`src/design/chss_consts.svh`:
```
`ifndef CHSS_CONSTS_SVH
`define CHSS_CONSTS_SVH
// ----------------------------------------------------------------
// mode encodings
// ----------------------------------------------------------------
`define CHSS_MODE_MEM   2'h0
`define CHSS_MODE_IO    2'h1
`define CHSS_MODE_DISK  2'h2
// ----------------------------------------------------------------
// widths and lane layout
// ----------------------------------------------------------------
`define CHSS_WORD_W     16
`define CHSS_BYTE_W     8
`define CHSS_LO_LSB     0
`define CHSS_HI_LSB     8
`define CHSS_WORD_RST   16'h0000
// ----------------------------------------------------------------
// host strobe timing, in clock cycles
// ----------------------------------------------------------------
`define CHSS_STROBE_LOW_CYC  2
`define CHSS_STROBE_HIGH_CYC 1
`endif

```
`src/design/chss_pkg.sv`:
```
package chss_pkg;
  // operating mode of the card port
  typedef enum logic [1:0]
  {
    CHSS_MEM  = 2'h0,
    CHSS_IO   = 2'h1,
    CHSS_DISK = 2'h2
  } chss_mode_t;
  // lane routing chosen from enables and low address bit
  typedef enum logic [1:0]
  {
    CHSS_LANE_NONE = 2'h0,
    CHSS_LANE_EVEN = 2'h1,
    CHSS_LANE_ODD  = 2'h2,
    CHSS_LANE_WORD = 2'h3
  } chss_lane_t;
  // host write sequencer states
  typedef enum logic [1:0]
  {
    CHSS_H_IDLE = 2'h0,
    CHSS_H_LOW  = 2'h1,
    CHSS_H_HIGH = 2'h2
  } chss_hstate_t;
endpackage

```
`src/design/chss_if.sv`:
```
`timescale 1ns/1ns
interface chss_if;
  logic        card_enable_low_lane_n;
  logic        card_enable_high_lane_n;
  logic        command_block_select_n;
  logic        control_block_select_n;
  logic        drive_role_select_n;
  logic        io_write_strobe_n;
  logic        dma_acknowledge_n;
  logic        disk_mode_select_n;
  logic        low_address_bit;
  logic [15:0] host_data;
  logic        udma_active;
  modport host
  (
    output card_enable_low_lane_n, card_enable_high_lane_n, command_block_select_n,
    output control_block_select_n, drive_role_select_n, io_write_strobe_n,
    output dma_acknowledge_n, disk_mode_select_n, low_address_bit, host_data,
    input  udma_active
  );
  modport card
  (
    input  card_enable_low_lane_n, card_enable_high_lane_n, command_block_select_n,
    input  control_block_select_n, drive_role_select_n, io_write_strobe_n,
    input  dma_acknowledge_n, disk_mode_select_n, low_address_bit, host_data,
    output udma_active
  );
endinterface

```
`src/design/chss_card.sv`:
```
`timescale 1ns/1ns
`include "chss_consts.svh"
module chss_card
(
  input  wire logic              clk,            // system clock
  input  wire logic              rstn,           // sync reset, active low
  chss_if.card                   port,           // host pins
  input  wire logic              io_card_mode,   // card configured for I/O
  input  wire logic              dma_enable,     // DMA operation active
  input  wire logic              udma_start,     // begin an Ultra DMA burst
  output logic [15:0]            wr_data,        // captured write word
  output logic                   wr_valid,       // one-cycle capture pulse
  output logic                   wr_word,        // capture was 16 bits wide
  output logic                   wr_hi_lane,     // byte capture addressed odd byte
  output logic                   wr_command_grp, // capture hit command group
  output logic                   wr_control_grp, // capture hit control group
  output logic                   wr_dma,         // capture was a DMA transfer
  output chss_pkg::chss_mode_t   mode,           // decoded operating mode
  output logic                   is_master,      // drive role in disk mode
  output logic                   burst_stop      // one-cycle burst stop pulse
);
  import chss_pkg::*;

  // ----------------------------------------------------------------
  // pin synchronisers
  // ----------------------------------------------------------------
  localparam int NP = 9;
  logic [NP-1:0] pin_raw;
  logic [NP-1:0] pin_sync;
  logic [15:0]   d1_q;
  logic [15:0]   d2_q;
  assign pin_raw = {port.card_enable_low_lane_n, port.card_enable_high_lane_n,
                    port.command_block_select_n, port.control_block_select_n,
                    port.drive_role_select_n, port.io_write_strobe_n,
                    port.dma_acknowledge_n, port.disk_mode_select_n,
                    port.low_address_bit};
  // two flops per control pin, reset to the negated level so that no
  // false strobe edge or select follows reset; only the second flop is read
  for (genvar gi = 0; gi < NP; gi++)
  begin : g_pin_sync
    logic s1_q;
    logic s2_q;
    always_ff @(posedge clk)
    begin
      if (!rstn)
      begin
        s1_q <= 1'b1;
        s2_q <= 1'b1;
      end
      else
      begin
        s1_q <= pin_raw[gi];
        s2_q <= s1_q;
      end
    end
    assign pin_sync[gi] = s2_q;
  end

  // data lanes take the same two flops, so the word lines up with its strobe
  always_ff @(posedge clk)
  begin
    if (!rstn)
    begin
      d1_q <= `CHSS_WORD_RST;
      d2_q <= `CHSS_WORD_RST;
    end
    else
    begin
      d1_q <= port.host_data;
      d2_q <= d1_q;
    end
  end

  // synchronised pin names
  wire ce_lo_n  = pin_sync[8];
  wire ce_hi_n  = pin_sync[7];
  wire cs0_n    = pin_sync[6];
  wire cs1_n    = pin_sync[5];
  wire role_n   = pin_sync[4];
  wire wr_n     = pin_sync[3];
  wire dma_acknowledge_n_n  = pin_sync[2];
  wire dsel_n   = pin_sync[1];
  wire a0       = pin_sync[0];

  // ----------------------------------------------------------------
  // mode and lane decode
  // ----------------------------------------------------------------
  function automatic chss_lane_t lane_of(input logic lo_n, input logic hi_n,
                                         input logic addr0);
    chss_lane_t l;
    l = CHSS_LANE_NONE;
    if (!lo_n && !hi_n)
      l = CHSS_LANE_WORD;
    else if (!hi_n)
      l = CHSS_LANE_ODD;
    else if (!lo_n)
      l = addr0 ? CHSS_LANE_ODD : CHSS_LANE_EVEN;
    return l;
  endfunction

  chss_mode_t mode_d;
  assign mode_d = !dsel_n ? CHSS_DISK : (io_card_mode ? CHSS_IO : CHSS_MEM);
  wire disk_m = (mode_d == CHSS_DISK);
  wire card_m = !disk_m;
  wire dma_ack = dma_enable && !dma_acknowledge_n_n && disk_m;
  chss_lane_t lane;
  assign lane = lane_of(ce_lo_n, ce_hi_n, a0);
  wire card_sel = card_m && (lane != CHSS_LANE_NONE);
  wire cmd_sel  = disk_m && !cs0_n && !dma_ack;
  wire ctl_sel  = disk_m && !cs1_n && !dma_ack;
  wire any_sel  = card_sel || cmd_sel || ctl_sel || dma_ack;

  // strobe usable: not memory mode, not inside a burst
  logic udma_q;
  logic wr_prev_q;
  wire  wr_rise = wr_n && !wr_prev_q;
  wire  strobe_ok = (mode_d != CHSS_MEM) && !udma_q;

  // byte steering for 8-bit hosts: even byte onto the low lane, odd byte onto the high lane
  logic [15:0] cap_word;
  assign cap_word = (lane == CHSS_LANE_ODD && card_m)
                    ? {d2_q[15:8] | d2_q[7:0], 8'h00}
                    : ((lane == CHSS_LANE_EVEN && card_m)
                       ? {8'h00, d2_q[7:0]} : d2_q);
  wire is_word = dma_ack || disk_m || (lane == CHSS_LANE_WORD);

  // ----------------------------------------------------------------
  // capture, burst and role registers
  // ----------------------------------------------------------------
  // one trailing strobe edge while something is selected is one write
  wire capture = wr_rise && strobe_ok && any_sel;

  // edge history, mode and drive role
  always_ff @(posedge clk)
  begin
    if (!rstn)
    begin
      wr_prev_q <= 1'b1;
      mode      <= CHSS_MEM;
      is_master <= 1'b0;
      wr_valid  <= 1'b0;
    end
    else
    begin
      wr_prev_q <= wr_n;
      mode      <= mode_d;
      is_master <= disk_m && !role_n;
      wr_valid  <= capture;
    end
  end

  // captured word and its qualifiers, held until the next write
  always_ff @(posedge clk)
  begin
    if (!rstn)
    begin
      wr_data        <= `CHSS_WORD_RST;
      wr_word        <= 1'b0;
      wr_hi_lane     <= 1'b0;
      wr_command_grp <= 1'b0;
      wr_control_grp <= 1'b0;
      wr_dma         <= 1'b0;
    end
    else if (capture)
    begin
      wr_data        <= cap_word;
      wr_word        <= is_word;
      wr_hi_lane     <= (lane == CHSS_LANE_ODD);
      wr_command_grp <= cmd_sel;
      wr_control_grp <= ctl_sel;
      wr_dma         <= dma_ack;
    end
  end

  // burst start needs the strobe negated; a stop request beats a start
  wire stop_seen = udma_q && !wr_n;
  wire burst_go  = udma_start && disk_m && dma_enable && wr_n;
  always_ff @(posedge clk)
  begin
    if (!rstn)
    begin
      udma_q     <= 1'b0;
      burst_stop <= 1'b0;
    end
    else
    begin
      burst_stop <= stop_seen;
      if (stop_seen)
        udma_q <= 1'b0;
      else if (burst_go)
        udma_q <= 1'b1;
    end
  end

  assign port.udma_active = udma_q;
endmodule

```
`src/flat_wrapper.sv`:
```
// flat-port wrapper written by rule: the top's interface ports become plain ports
module chss_card_flat import chss_pkg::*;
  (clk, rstn, io_card_mode, dma_enable, udma_start, wr_data, wr_valid, wr_word, wr_hi_lane, wr_command_grp, wr_control_grp, wr_dma, mode, is_master, burst_stop, port_card_enable_low_lane_n, port_card_enable_high_lane_n, port_command_block_select_n, port_control_block_select_n, port_drive_role_select_n, port_io_write_strobe_n, port_dma_acknowledge_n, port_disk_mode_select_n, port_low_address_bit, port_host_data, port_udma_active);
  chss_if port_i ();
  input  wire logic clk;
  input  wire logic rstn;
  input  wire logic io_card_mode;
  input  wire logic dma_enable;
  input  wire logic udma_start;
  output logic [15:0] wr_data;
  output logic wr_valid;
  output logic wr_word;
  output logic wr_hi_lane;
  output logic wr_command_grp;
  output logic wr_control_grp;
  output logic wr_dma;
  output chss_pkg::chss_mode_t mode;
  output logic is_master;
  output logic burst_stop;
  input wire logic [$bits(port_i.card_enable_low_lane_n)-1:0] port_card_enable_low_lane_n;
  input wire logic [$bits(port_i.card_enable_high_lane_n)-1:0] port_card_enable_high_lane_n;
  input wire logic [$bits(port_i.command_block_select_n)-1:0] port_command_block_select_n;
  input wire logic [$bits(port_i.control_block_select_n)-1:0] port_control_block_select_n;
  input wire logic [$bits(port_i.drive_role_select_n)-1:0] port_drive_role_select_n;
  input wire logic [$bits(port_i.io_write_strobe_n)-1:0] port_io_write_strobe_n;
  input wire logic [$bits(port_i.dma_acknowledge_n)-1:0] port_dma_acknowledge_n;
  input wire logic [$bits(port_i.disk_mode_select_n)-1:0] port_disk_mode_select_n;
  input wire logic [$bits(port_i.low_address_bit)-1:0] port_low_address_bit;
  input wire logic [$bits(port_i.host_data)-1:0] port_host_data;
  output wire logic [$bits(port_i.udma_active)-1:0] port_udma_active;
  assign port_i.card_enable_low_lane_n = port_card_enable_low_lane_n;
  assign port_i.card_enable_high_lane_n = port_card_enable_high_lane_n;
  assign port_i.command_block_select_n = port_command_block_select_n;
  assign port_i.control_block_select_n = port_control_block_select_n;
  assign port_i.drive_role_select_n = port_drive_role_select_n;
  assign port_i.io_write_strobe_n = port_io_write_strobe_n;
  assign port_i.dma_acknowledge_n = port_dma_acknowledge_n;
  assign port_i.disk_mode_select_n = port_disk_mode_select_n;
  assign port_i.low_address_bit = port_low_address_bit;
  assign port_i.host_data = port_host_data;
  assign port_udma_active = port_i.udma_active;
  chss_card u_core (.clk(clk), .rstn(rstn), .port(port_i), .io_card_mode(io_card_mode), .dma_enable(dma_enable), .udma_start(udma_start), .wr_data(wr_data), .wr_valid(wr_valid), .wr_word(wr_word), .wr_hi_lane(wr_hi_lane), .wr_command_grp(wr_command_grp), .wr_control_grp(wr_control_grp), .wr_dma(wr_dma), .mode(mode), .is_master(is_master), .burst_stop(burst_stop));
endmodule
```
`config.mk`:
```
export PLATFORM = sky130hd
export DESIGN_NAME = chss_card_flat
export DESIGN_NICKNAME = d
export VERILOG_FILES = /design/src/design/chss_pkg.sv /design/src/design/chss_if.sv /design/src/design/chss_card.sv /design/src/flat_wrapper.sv
export VERILOG_INCLUDE_DIRS = /design/src /design/src/design
export SDC_FILE = /design/constraint.sdc
export NUM_CORES = 1
export LEC_CHECK = 0
export BUFFER_PORTS_ARGS = -buffer_cell sky130_fd_sc_hd__buf_4
export CORE_UTILIZATION = 45
export DETAILED_ROUTE_END_ITERATION = 16
export GPL_ROUTABILITY_DRIVEN = 1
export PLACE_DENSITY = 0.75
export SLEW_MARGIN = 20
export SYNTH_ARGS = -nofsm -noshare
export SYNTH_HDL_FRONTEND = slang
export SYNTH_SLANG_ARGS = --single-unit
```
`constraint.sdc`:
```
create_clock -name clk -period 2.2 [get_ports clk]
set_input_delay 0.11 -clock clk [delete_from_list [all_inputs] [get_ports clk]]
set_output_delay 0.11 -clock clk [all_outputs]
set_load 0.01 [all_outputs]
```
; ---- Yosys cells after proc, flatten, opt, wreduce, memory -nomap -nowiden
; Index checks and enable logic that the tools add are counted.
[totals]
register_bits = 78
input_bits = 30
word_cells = 84
output_inout_bits = 27
[classes]
n_reduce_logical = 38
bitwise_logic = 2
mux = 8
eq_ne = 4
[op_table]
columns = operator, count
row1 = 16-bit two-way mux, 2
row2 = 1-bit logical AND, 19
row3 = 1-bit logical NOT, 11
row4 = 2-bit two-way mux, 5
row5 = 8-bit bitwise OR, 1
row6 = "2-bit equality test, second input constant", 3
row7 = 1-bit logical OR, 5
row8 = 2-bit nonzero test, 2
row9 = "2-bit by 1-bit equality test with 1-bit output, second input constant", 1
row10 = 2-bit OR reduction, 1
row11 = 1-bit two-way mux, 1
row12 = 1-bit inverter, 1

; ---- Logic depth before layout (Yosys ltp)
; Gate-level depths: netlist of run 1.
[depth]
depth_word = 10
ltp_mapped = 6
depth_no_buf = 4

; ---- Least setup slack after synthesis of run 1
; No wires, ideal clock.
[synth_timing]
path_type = flip-flop to flip-flop
start = register u_core.g_pin_sync[1].s2_q (netlist: u_core.dsel_n)
end = register u_core.wr_data[10]
synth_period_minus_slack_ns = 1.385
setup_slack_ns = 0.815
t_arrival_ns = 1.268
n_path_buf = 2
t_required_ns = 2.083
stages_incl_launch_ff = 6
cell_sequence = dfxtp_1 > buf_4 > o31ai_2 > o2bb2ai_4 > buf_6 > a22o_1
[synth_via]
elab_chain_cells = 9
word_cells_on_any_way = 21
[synth_rtl]
columns = element, line_no
row1 = "start, declared", chss_card.sv:42  ; logic s2_q;
row2 = "start signal, assigned", chss_card.sv:53  ; s2_q <= s1_q;
row3 = 2-bit two-way mux *, chss_card.sv:102  ; assign mode_d = !dsel_n ? CHSS_DISK : (io_card_mode ? CHSS_IO : CHSS_MEM);
row4 = 2-bit equality test, chss_card.sv:103  ; wire disk_m = (mode_d == CHSS_DISK);
row5 = 1-bit logical AND, chss_card.sv:105  ; wire dma_ack = dma_enable && !dma_acknowledge_n_n && disk_m;
row6 = 1-bit logical NOT, "chss_card.sv:109, chss_card.sv:110"
row7 = 1-bit logical AND, chss_card.sv:109  ; wire cmd_sel = disk_m && !cs0_n && !dma_ack;
row8 = 1-bit logical OR (3 in series), chss_card.sv:111  ; wire any_sel = card_sel || cmd_sel || ctl_sel || dma_ack;
row9 = 1-bit logical AND, chss_card.sv:131  ; wire capture = wr_rise && strobe_ok && any_sel;
row10 = "end signal, assigned", chss_card.sv:157  ; wr_data <= `CHSS_WORD_RST;
row11 = "end signal, assigned", chss_card.sv:166  ; wr_data <= cap_word;
row12 = "end, declared", chss_card.sv:11  ; output logic [15:0] wr_data,
; Mark *: on every way between the ends. The rest lies on a longest branch, timed or not.
; A chain may end at the register's enable or synchronous reset.

; ---- Final worst setup path of run 1
[layout_timing]
start = register u_core.g_pin_sync[1].s2_q (netlist: u_core.dsel_n)
end = register u_core.wr_command_grp
[layout_via]
elab_chain_cells = 9
word_cells_on_any_way = 17
[layout_rtl]
columns = element, line_no
row1 = 2-bit two-way mux *, chss_card.sv:102
row2 = 2-bit equality test, chss_card.sv:103
row3 = 1-bit logical AND, chss_card.sv:105
row4 = 1-bit logical NOT, "chss_card.sv:109, chss_card.sv:110"
row5 = 1-bit logical AND, chss_card.sv:109
row6 = 1-bit logical OR (3 in series), chss_card.sv:111
row7 = 1-bit logical AND, chss_card.sv:131
row8 = "end signal, assigned", chss_card.sv:169  ; wr_command_grp <= cmd_sel;
row9 = "end, declared", chss_card.sv:15  ; output logic wr_command_grp,
; Marked as above.

==> impl_metrics.env, run 1 <==
export IMPL_status="finished clean"
export IMPL_dp_hpwl_um=2720
export IMPL_dp_slack_ns=0.281
export IMPL_ys_seq_area_share_pct=62.2
export IMPL_end_kind="register"
export IMPL_drt_wirelength_per_cell_um=11.4
export IMPL_path_depth=4
export IMPL_slew_viol_final=0
export IMPL_vias=1679
export IMPL_cts_setup_buffers=0
export IMPL_utilization_pct=65.0
export IMPL_start_kind="register"
export IMPL_hold_viol=0
export IMPL_clock_skew_ns=0.00329
export IMPL_firstDrtPassIters=6
export IMPL_tightest_slew_ns=0.776
export IMPL_instances_no_fill=377
export IMPL_cpLargestDelayFamily="compound AO/OA/AOI/OAI gates"
export IMPL_die_w_um=76.7
export IMPL_startpoint="u_core.dsel_n$_SDFF_PN1_"
export IMPL_synth_nets=251
export IMPL_relSlewSlack_pct=48.3
export IMPL_p_total_mw=2.67
export IMPL_slowest_delay_ns=0.66
export IMPL_first_iter_violations=145
export IMPL_post_dp_cell_area_sq_um=2960
export IMPL_routabilityCongestion=0.881
export IMPL_grt_max_degree=59
export IMPL_ys_async_sr_fraction_pct=0
export IMPL_cts_root_buf="clkbuf_8"
export IMPL_synth_ff_type="dfxtp_1"
export IMPL_r2r_end="u_core.wr_command_grp$_SDFFE_PN0P_"
export IMPL_final_fill_count=407
export IMPL_grt_pass1_wl_um=7270
export IMPL_synth_warning_count=0
export IMPL_cts_made_buffers=9
export IMPL_period_needed_ns=1.94
export IMPL_fin_ws_ns=0.258
export IMPL_num_nets_final=333
export IMPL_synth_cells=221
export IMPL_grt_pass1_vias=1640
export IMPL_area_delta_synth_final_pct=35.6
export IMPL_fmax_mhz=515
export IMPL_cp_cell_sequence="nand2b_1 -> o21ai_1 -> a21oi_1 -> a22o_1"
export IMPL_cp_arrival_ns=2.22
export IMPL_path_max_fanout=14
export IMPL_synth_top_area_share_pct=62.2
export IMPL_port_buffers=56
export IMPL_n_antenna_cell=0
export IMPL_fin_tns_setup_ns=0
export IMPL_coreArea_sq_um=5240
export IMPL_drtAntennaViolNets=0
export IMPL_rsz0062_at_grt="false"
export IMPL_worst_hold_slack_ns=0.0268
export IMPL_row_count=26
export IMPL_reg2reg_depth=4
export IMPL_cap_viol_max_count=0
export IMPL_dieArea_sq_um=5880
export IMPL_via_per_inst=4.45
export IMPL_yosysTopAreaCell="dfxtp_1"
export IMPL_cp_slowest_cell="dfxtp_1"
export IMPL_ios=57
export IMPL_synthDistinctLibCells=30
export IMPL_endpoint="u_core.wr_command_grp$_SDFFE_PN0P_"
export IMPL_fin_area_sq_um=3400
export IMPL_cts_tree="built"
export IMPL_path_buf_inv=0
export IMPL_ys_top_cells_by_area="dfxtp_1 62%, and2_1 8.0%, a22o_1 6.6%, nand2b_1 5.2%, a21oi_1 3.6%"
export IMPL_drcViolationCount=0
export IMPL_synth_edff_count=0
export IMPL_clock_latency_ns=0.33
export IMPL_clkTransAtPathRegs_ns=0.07
export IMPL_worstSetupPathType="reg -> reg"
export IMPL_grt_overflow=0
export IMPL_reg2reg_from="u_core.dsel_n$_SDFF_PN1_"
export IMPL_h_tree_depth=3
export IMPL_power_density_nw_per_um2=785
export IMPL_ys_ff_latch=78
export IMPL_syn_area_per_cell_sq_um=11.4
export IMPL_clockBufferDepth=2
export IMPL_hp_class="in -> reg"
export IMPL_grtUsageTotal_pct=16.1
export IMPL_finalSetupViolCount=0
export IMPL_antenna_found_initial=0
export IMPL_totalWireLength_um=4310
export IMPL_critPathRequiredTime_ns=2.48
export IMPL_peakVddDrop_mv=0.434
export IMPL_drive_above_1_share_pct=25.1
export IMPL_finalCritPeriodShare_pct=88.3
export IMPL_clkSinkCount=78
export IMPL_r2r_slack_ns=0.26
export IMPL_netlist_area_sq_um=2510
export IMPL_p_leak_nw=1.44
export IMPL_die_h_um=76.7
export IMPL_dpl_cell_count=337
export IMPL_start_util_pct=47.9
[repair_timing]
item | 4_1_cts | 5_1_grt
gates resized for setup | 0 | 0
hold endpoints to repair | 25 | 0
hold buffers | 25 | 0
[synthesized netlist by cell type (4+ instances only)]
cell / n
dfxtp_1: 78
a21oi_1: 18
o21ai_0: 11
nand2_1: 4
nand2b_1: 21
a22o_1: 19
clkbuf_1: 7
and2_1: 32
[layer usage]
layer / share of wire (%) / wire [um] / vias up / global-route usage (%)
met5: 0 / 0 / - / 0
met1: 49 / 2090 / 706 / 19.8
met2: 45 / 1950 / 51 / 24.1
li1: - / - / 914 / -
met4: 1.9 / 80 / 0 / 11.3
met3: 4.3 / 186 / 8 / 4.88
[worst min-delay path by stage]
| stage | startpoint | end | cells past startpoint |
|---|---|---|---|
| after floorplan | port_low_address_bit | u_core.g_pin_sync[0].s1_q$_SDFF_PN1_ | 1 |
| after global placement | port_drive_role_select_n | u_core.g_pin_sync[4].s1_q$_SDFF_PN1_ | 2 |
| after detailed placement | port_io_write_strobe_n | u_core.g_pin_sync[3].s1_q$_SDFF_PN1_ | 2 |
| after CTS | io_card_mode | u_core.mode[0]$_SDFF_PN0_ | 2 |
| after global routing | io_card_mode | u_core.mode[0]$_SDFF_PN0_ | 2 |
| final | io_card_mode | u_core.mode[0]$_SDFF_PN0_ | 2 |
[sequential cells by signal (all words and copies together), names as in the netlist, 2 cells and up]
name	flops
u_core.wr_data	16
u_core.d2_q	16
u_core.mode	2
u_core.d1_q	16
u_core.g_pin_sync.s2_q	2
u_core.g_pin_sync.s1_q	9
[cells in the final DEF, fill, tap and decap left out, types with 2 or more instances in the layout]
master	n
a21oi_1	18
a22o_1	19
and2_1	32
and3_1	2
buf_4	57
clkbuf_8	10
clkinv_2	2
dfxtp_1	78
dlygate4sd3_1	25
inv_1	2
nand2_1	4
nand2b_1	21
nand3b_1	2
nor2_1	2
nor2b_1	2
nor3_1	2
o21a_1	2
o21ai_0	11
o21ai_1	2
[kinds of logic (layout without fill, tap and decap cells)]
kind of cell	count (synthesis)	in the layout	synth area share, %
muxes	1	1	0.399
and+or+nand+nor	73	73	18.3
AOI/OAI and AO/OA	56	56	16.4
DFF	78	78	62.2
buffers and inverters	13	99	2.74
[report_power, final]
| part | total (mW) | leakage (nW) | internal, mW | switching (mW) |
|---|---|---|---|---|
| Sequential | 1.48 | 0.640 | 1.46 | 0.0214 |
| Combinational | 0.174 | 0.707 | 0.106 | 0.0685 |
| Clock | 1.02 | 0.0952 | 0.545 | 0.472 |
| Total | 2.67 | 1.44 | 2.11 | 0.562 |
[final cells by class]
type	instances	area, sq um	share of cell area, %
Clock buffer	11	141	4.15
Clock inverter	4	47.5	1.40
Inverter	2	7.51	0.221
Multi-Input combinational cell	130	880	25.8
Sequential cell	78	1560	45.9
Tap cell	70	87.6	2.57
Timing Repair Buffer	82	678	19.9
No activity file was read; power rests on OpenSTA's default activity.
==> run 2: changes to the inputs <==
==> constraint.sdc (replaced) <==
create_clock -name clk -period 1.95 [get_ports clk]
set_input_delay 0.0975 -clock clk [delete_from_list [all_inputs] [get_ports clk]]
set_output_delay 0.0975 -clock clk [all_outputs]
set_load 0.01 [all_outputs]
==> run 2 against run 1 <==
Register-to-register slack worse by 0.04 ns. Core utilization increased by 1.2 points. Setup slack worse by 0.037 ns. Routed wire length rose by 5.7%. Via count grew 1.1%. Highest routed layer unchanged.
==> impl_metrics.env, run 2 (synthesized netlist as in run 1, its figures left out) <==
export IMPL_status="finished clean"
export IMPL_clock_skew_ns=0.00571
export IMPL_mostFrequentLayoutCell="dfxtp_1"
export IMPL_hold_viol=0
export IMPL_drtAntennaViolNets=0
export IMPL_drcViolationCount=0
export IMPL_path_max_fanout=9
export IMPL_cp_arrival_ns=1.97
export IMPL_cpLargestDelayFamily="flip-flops"
export IMPL_grtUsageTotal_pct=17.1
export IMPL_p_leak_nw=1.47
export IMPL_reg2reg_depth=5
export IMPL_fin_ws_ns=0.222
export IMPL_clkSinkCount=78
export IMPL_clockBufferDepth=2
export IMPL_relSlewSlack_pct=67.4
export IMPL_die_w_um=76.7
export IMPL_grt_pass1_wl_um=7680
export IMPL_worstSetupPathType="reg -> reg"
export IMPL_port_buffers=56
export IMPL_dpl_cell_count=338
export IMPL_grt_max_degree=59
export IMPL_n_antenna_cell=0
export IMPL_hold_path_depth=3
export IMPL_grt_pass1_vias=1673
export IMPL_first_iter_violations=62
export IMPL_tightest_slew_ns=0.489
export IMPL_dp_hpwl_um=2890
export IMPL_die_h_um=76.7
export IMPL_peakVddDrop_mv=0.497
export IMPL_rsz0062_at_grt="false"
export IMPL_hold_start="udma_start"
export IMPL_ios=57
export IMPL_totalWireLength_um=4550
export IMPL_power_density_nw_per_um2=932
export IMPL_critPathRequiredTime_ns=2.19
export IMPL_end_kind="register"
export IMPL_cp_cell_sequence="buf_4 -> or3b_1 -> o21ai_0 -> a21oi_1 -> a22o_1"
export IMPL_post_dp_cell_area_sq_um=2970
export IMPL_cp_slowest_cell="dfxtp_1"
export IMPL_h_tree_depth=3
export IMPL_min_to="u_core.port.udma_active$_SDFFE_PP0P_"
export IMPL_slowest_delay_ns=0.50
export IMPL_cts_tree="built"
export IMPL_seqCellArea_sq_um=1560
export IMPL_path_buf_inv=1
export IMPL_start_kind="register"
export IMPL_dp_slack_ns=0.157
export IMPL_fin_tns_setup_ns=0
export IMPL_area_delta_synth_final_pct=38.0
export IMPL_cts_made_buffers=9
export IMPL_reg_largest_list="u_core.d1_q (16), u_core.d2_q (16), u_core.wr_data (16)"
export IMPL_final_cell_mix="78 x dfxtp_1, 58 x buf_4, 32 x and2_1"
export IMPL_slew_viol_final=0
export IMPL_finalSetupViolCount=0
export IMPL_coreArea_sq_um=5240
export IMPL_final_fill_count=399
export IMPL_p_total_mw=3.23
export IMPL_fmax_mhz=579
export IMPL_multi_input_area_sq_um=883
export IMPL_cts_root_buf="clkbuf_8"
export IMPL_reg2reg_from="u_core.dsel_n$_SDFF_PN1_"
export IMPL_cts_setup_buffers=0
export IMPL_fin_area_sq_um=3460
export IMPL_cap_viol_max_count=0
export IMPL_dieArea_sq_um=5880
export IMPL_routabilityCongestion=0.884
export IMPL_drive_above_1_share_pct=25.9
export IMPL_hp_class="in -> reg"
export IMPL_start_util_pct=47.9
export IMPL_via_per_inst=4.48
export IMPL_r2r_slack_ns=0.22
export IMPL_instances_no_fill=379
export IMPL_drt_wirelength_per_cell_um=12.0
export IMPL_num_nets_final=335
export IMPL_finalCritPeriodShare_pct=88.6
export IMPL_clock_latency_ns=0.34
export IMPL_period_needed_ns=1.73
export IMPL_grt_overflow=0
export IMPL_vias=1697
export IMPL_firstDrtPassIters=4
export IMPL_r2r_end="u_core.wr_data[15]$_SDFFE_PN0P_"
export IMPL_clkTransAtPathRegs_ns=0.08
export IMPL_row_count=26
export IMPL_antenna_found_initial=0
run 2: cell count changes in the layout (fill, tap and decap cells not counted), sizes merged:
cell         delta
dlygate4sd3     +1
clkinvlp        -1
bufinv          +1
clkinv          -2
inv             +2
buf             +1
run 2: stage by stage:
stage	util [%]	hold WS [ns]
2_1_floorplan	-	0.199
3_3_place_gp	56.7	0.281
3_5_place_dp	56.7	0.283
4_1_cts	66.1	0.0158
5_1_grt	66.1	0.0439
6_report	66.1	0.0281
run 2: repair_timing:
action / in CTS / in global routing
gates resized for setup: 0 / 1
hold buffers: 26 / 0
endpoints found under the setup margin: 0 / 3
endpoints found under the hold margin: 26 / 0
run 2: metal layers:
layer,wire length (um),vias to the layer above,global-route usage (%)
li1,-,916,-
met1,2260,718,22.4
met2,1970,50,24.1
met3,187,13,4.05
met4,134,0,13.1
met5,0,-,0
run 2: worst register-to-register path, delay by kind of cell (launching register included):
family / cells / cell delay (ns)
AOI/OAI and AO/OA: 3 / 0.45
buffers and inverters: 1 / 0.22
DFF: 1 / 0.50
and+or+nand+nor: 1 / 0.47
run 2: layout make-up:
cell class,instances,area share [%]
Timing Repair Buffer,84,20.1
Clock inverter,4,2.24
Tap cell,70,2.53
Inverter,2,0.217
Sequential cell,78,45.1
Multi-Input combinational cell,130,25.5
Clock buffer,11,4.37
run 2: worst max path at each step:
stage | slack, ns | cells after the start | startpoint | endpoint
2_1_floorplan | 0.57 | 5 | u_core.dsel_n$_SDFF_PN1_ | u_core.wr_data[10]$_SDFFE_PN0P_
3_3_place_gp | 0.23 | 5 | u_core.dsel_n$_SDFF_PN1_ | u_core.wr_command_grp$_SDFFE_PN0P_
3_5_place_dp | 0.16 | 5 | u_core.dsel_n$_SDFF_PN1_ | u_core.wr_command_grp$_SDFFE_PN0P_
4_1_cts | 0.14 | 5 | u_core.dsel_n$_SDFF_PN1_ | u_core.wr_command_grp$_SDFFE_PN0P_
5_1_grt | 0.09 | 5 | u_core.dsel_n$_SDFF_PN1_ | u_core.wr_data[8]$_SDFFE_PN0P_
6_report | 0.22 | 5 | u_core.dsel_n$_SDFF_PN1_ | u_core.wr_data[15]$_SDFFE_PN0P_
run 2: power breakdown:
part | internal, mW | leakage (nW) | total [mW] | switching [mW]
combinational | 0.122 | 0.715 | 0.202 | 0.0804
sequential | 1.64 | 0.640 | 1.67 | 0.0232
clock | 0.793 | 0.116 | 1.36 | 0.567
==> run 3: changes to the inputs <==
==> constraint.sdc (replaced) <==
create_clock -name clk -period 1.95 [get_ports clk]
set_input_delay 0.39 -clock clk [delete_from_list [all_inputs] [get_ports clk]]
set_output_delay 0.39 -clock clk [all_outputs]
set_load 0.01 [all_outputs]
==> run 3 against run 2 <==
Count of clock-buffer cells in the layout shrank 1. Global-route usage shrank 1.7 points. Critical path depth shrank 1. Core utilization shrank 5.0 points. Via count shrank 3.8%. Clock power is essentially flat. Die area is the same. Combinational power shrank 22%. Sequential power is essentially flat. Critical path type unchanged. Largest cell class unchanged. Highest routed layer unchanged.
==> impl_metrics.env, run 3 (synthesized netlist as in run 1, its figures left out) <==
export IMPL_firstDrtPassIters=5
export IMPL_cap_viol_max_count=0
export IMPL_grtUsageTotal_pct=15.4
export IMPL_via_per_inst=4.61
export IMPL_finalCritPeriodShare_pct=87.7
export IMPL_fin_tns_setup_ns=0
export IMPL_post_cts_resized=0
export IMPL_start_util_pct=47.9
export IMPL_tightest_slew_ns=0.520
export IMPL_grt_pass1_wl_um=6960
export IMPL_clock_latency_ns=0.34
export IMPL_drtAntennaViolNets=0
export IMPL_die_w_um=76.7
export IMPL_drive_above_1_share_pct=28.2
export IMPL_seqCellArea_sq_um=1560
export IMPL_grt_overflow=0
export IMPL_mostFrequentLayoutCell="dfxtp_1"
export IMPL_totalWireLength_um=4220
export IMPL_multi_input_area_sq_um=880
export IMPL_die_h_um=76.7
export IMPL_finalSetupViolCount=0
export IMPL_path_max_fanout=14
export IMPL_reg2reg_from="u_core.dsel_n$_SDFF_PN1_"
export IMPL_power_density_nw_per_um2=993
export IMPL_clock_skew_ns=0.00892
export IMPL_port_buffers=56
export IMPL_drcViolationCount=0
export IMPL_routabilityCongestion=0.820
export IMPL_drt_wirelength_per_cell_um=11.9
export IMPL_cts_tree="built"
export IMPL_worst_hold_slack_ns=0.223
export IMPL_reg_largest_list="u_core.d1_q (16), u_core.d2_q (16), u_core.wr_data (16)"
export IMPL_hold_start="port_control_block_select_n"
export IMPL_grt_pass1_vias=1550
export IMPL_slowest_delay_ns=0.65
export IMPL_ctsHoldBuffers=0
export IMPL_row_count=26
export IMPL_ios=57
export IMPL_cp_slowest_cell="dfxtp_1"
export IMPL_rsz0062_at_grt="false"
export IMPL_num_nets_final=309
export IMPL_peakVddDrop_mv=0.646
export IMPL_clkTransAtPathRegs_ns=0.08
export IMPL_critPathRequiredTime_ns=2.23
export IMPL_clkSinkCount=78
export IMPL_first_iter_violations=91
export IMPL_p_leak_nw=1.36
export IMPL_dp_hpwl_um=2810
export IMPL_final_fill_count=424
export IMPL_cp_cell_sequence="nand2b_1 -> o21ai_1 -> a221oi_4 -> a22o_1"
export IMPL_startpoint="u_core.dsel_n$_SDFF_PN1_"
export IMPL_slew_viol_final=0
export IMPL_antenna_found_initial=0
export IMPL_start_kind="register"
export IMPL_grt_max_degree=56
export IMPL_clockBufferDepth=2
export IMPL_worstSetupPathType="reg -> reg"
export IMPL_fmax_mhz=585
export IMPL_area_delta_synth_final_pct=27.6
export IMPL_end_kind="register"
export IMPL_cts_made_buffers=9
export IMPL_status="finished clean"
export IMPL_cp_arrival_ns=1.99
export IMPL_vias=1632
export IMPL_relSlewSlack_pct=65.3
export IMPL_cts_setup_buffers=0
export IMPL_period_needed_ns=1.71
export IMPL_n_antenna_cell=0
export IMPL_h_tree_depth=3
export IMPL_final_cell_mix="78 x dfxtp_1, 58 x buf_4, 32 x and2_1"
export IMPL_hold_viol=0
export IMPL_dieArea_sq_um=5880
export IMPL_hp_class="in -> reg"
export IMPL_coreArea_sq_um=5240
export IMPL_cts_root_buf="clkbuf_8"
[run 3: cell type report]
type | instances | area share, %
clock buffers | 10 | 4.30
clock inverters | 6 | 2.93
inverters | 2 | 0.234
multi-input cells | 130 | 27.5
flip-flops and latches | 78 | 48.8
well taps | 70 | 2.73
repair buffers | 58 | 13.6
[run 3: worst max-delay path, delay by kind of cell, from the launching register on]
| kind | cells | cell delay, ns |
|---|---|---|
| AO/OA/AOI/OAI | 3 | 0.80 |
| flip-flops | 1 | 0.65 |
| AND/OR/NAND/NOR | 1 | 0.20 |
[run 3: metal layers]
metal	up-vias	track usage, %	share of wire, %
met2	47	22.6	43
met1	703	19.2	50
li1	872	-	-
met4	0	10.6	2.3
met5	-	0	0
met3	10	4.88	5.0
[run 3: metrics by stage]
stage / power (mW) / setup slack, ns / cells / util, % / cell area, sq um
final: 3.18 / 0.240 / 354 / 61.2 / 3200
after global routing: 3.30 / 0.0800 / 354 / 61.2 / 3200
after CTS: 3.20 / 0.264 / 354 / 61.2 / 3200
after detailed placement: 1.86 / 0.257 / 338 / 56.7 / 2970
after global placement: 1.86 / 0.295 / 338 / 56.7 / 2970
after floorplan: 1.80 / 0.490 / 221 / - / 2510
[run 3: path summary, 6_finish.rpt]
check / endpoint / slack [ns] / depth (start not counted)
max: u_core.wr_data[6]$_SDFFE_PN0P_ / 0.24 / 4
min reg2reg: u_core.is_master$_SDFF_PN0_ / 0.39 / 1
min: u_core.g_pin_sync[5].s1_q$_SDFF_PN1_ / 0.22 / 2
max reg2reg: u_core.wr_data[6]$_SDFFE_PN0P_ / 0.24 / 4
[run 3: power breakdown]
group	switching [mW]	internal, mW	total, mW	leakage [nW]
Clock	0.591	0.764	1.36	0.113
Sequential	0.0249	1.64	1.67	0.640
Combinational	0.0692	0.0873	0.157	0.608
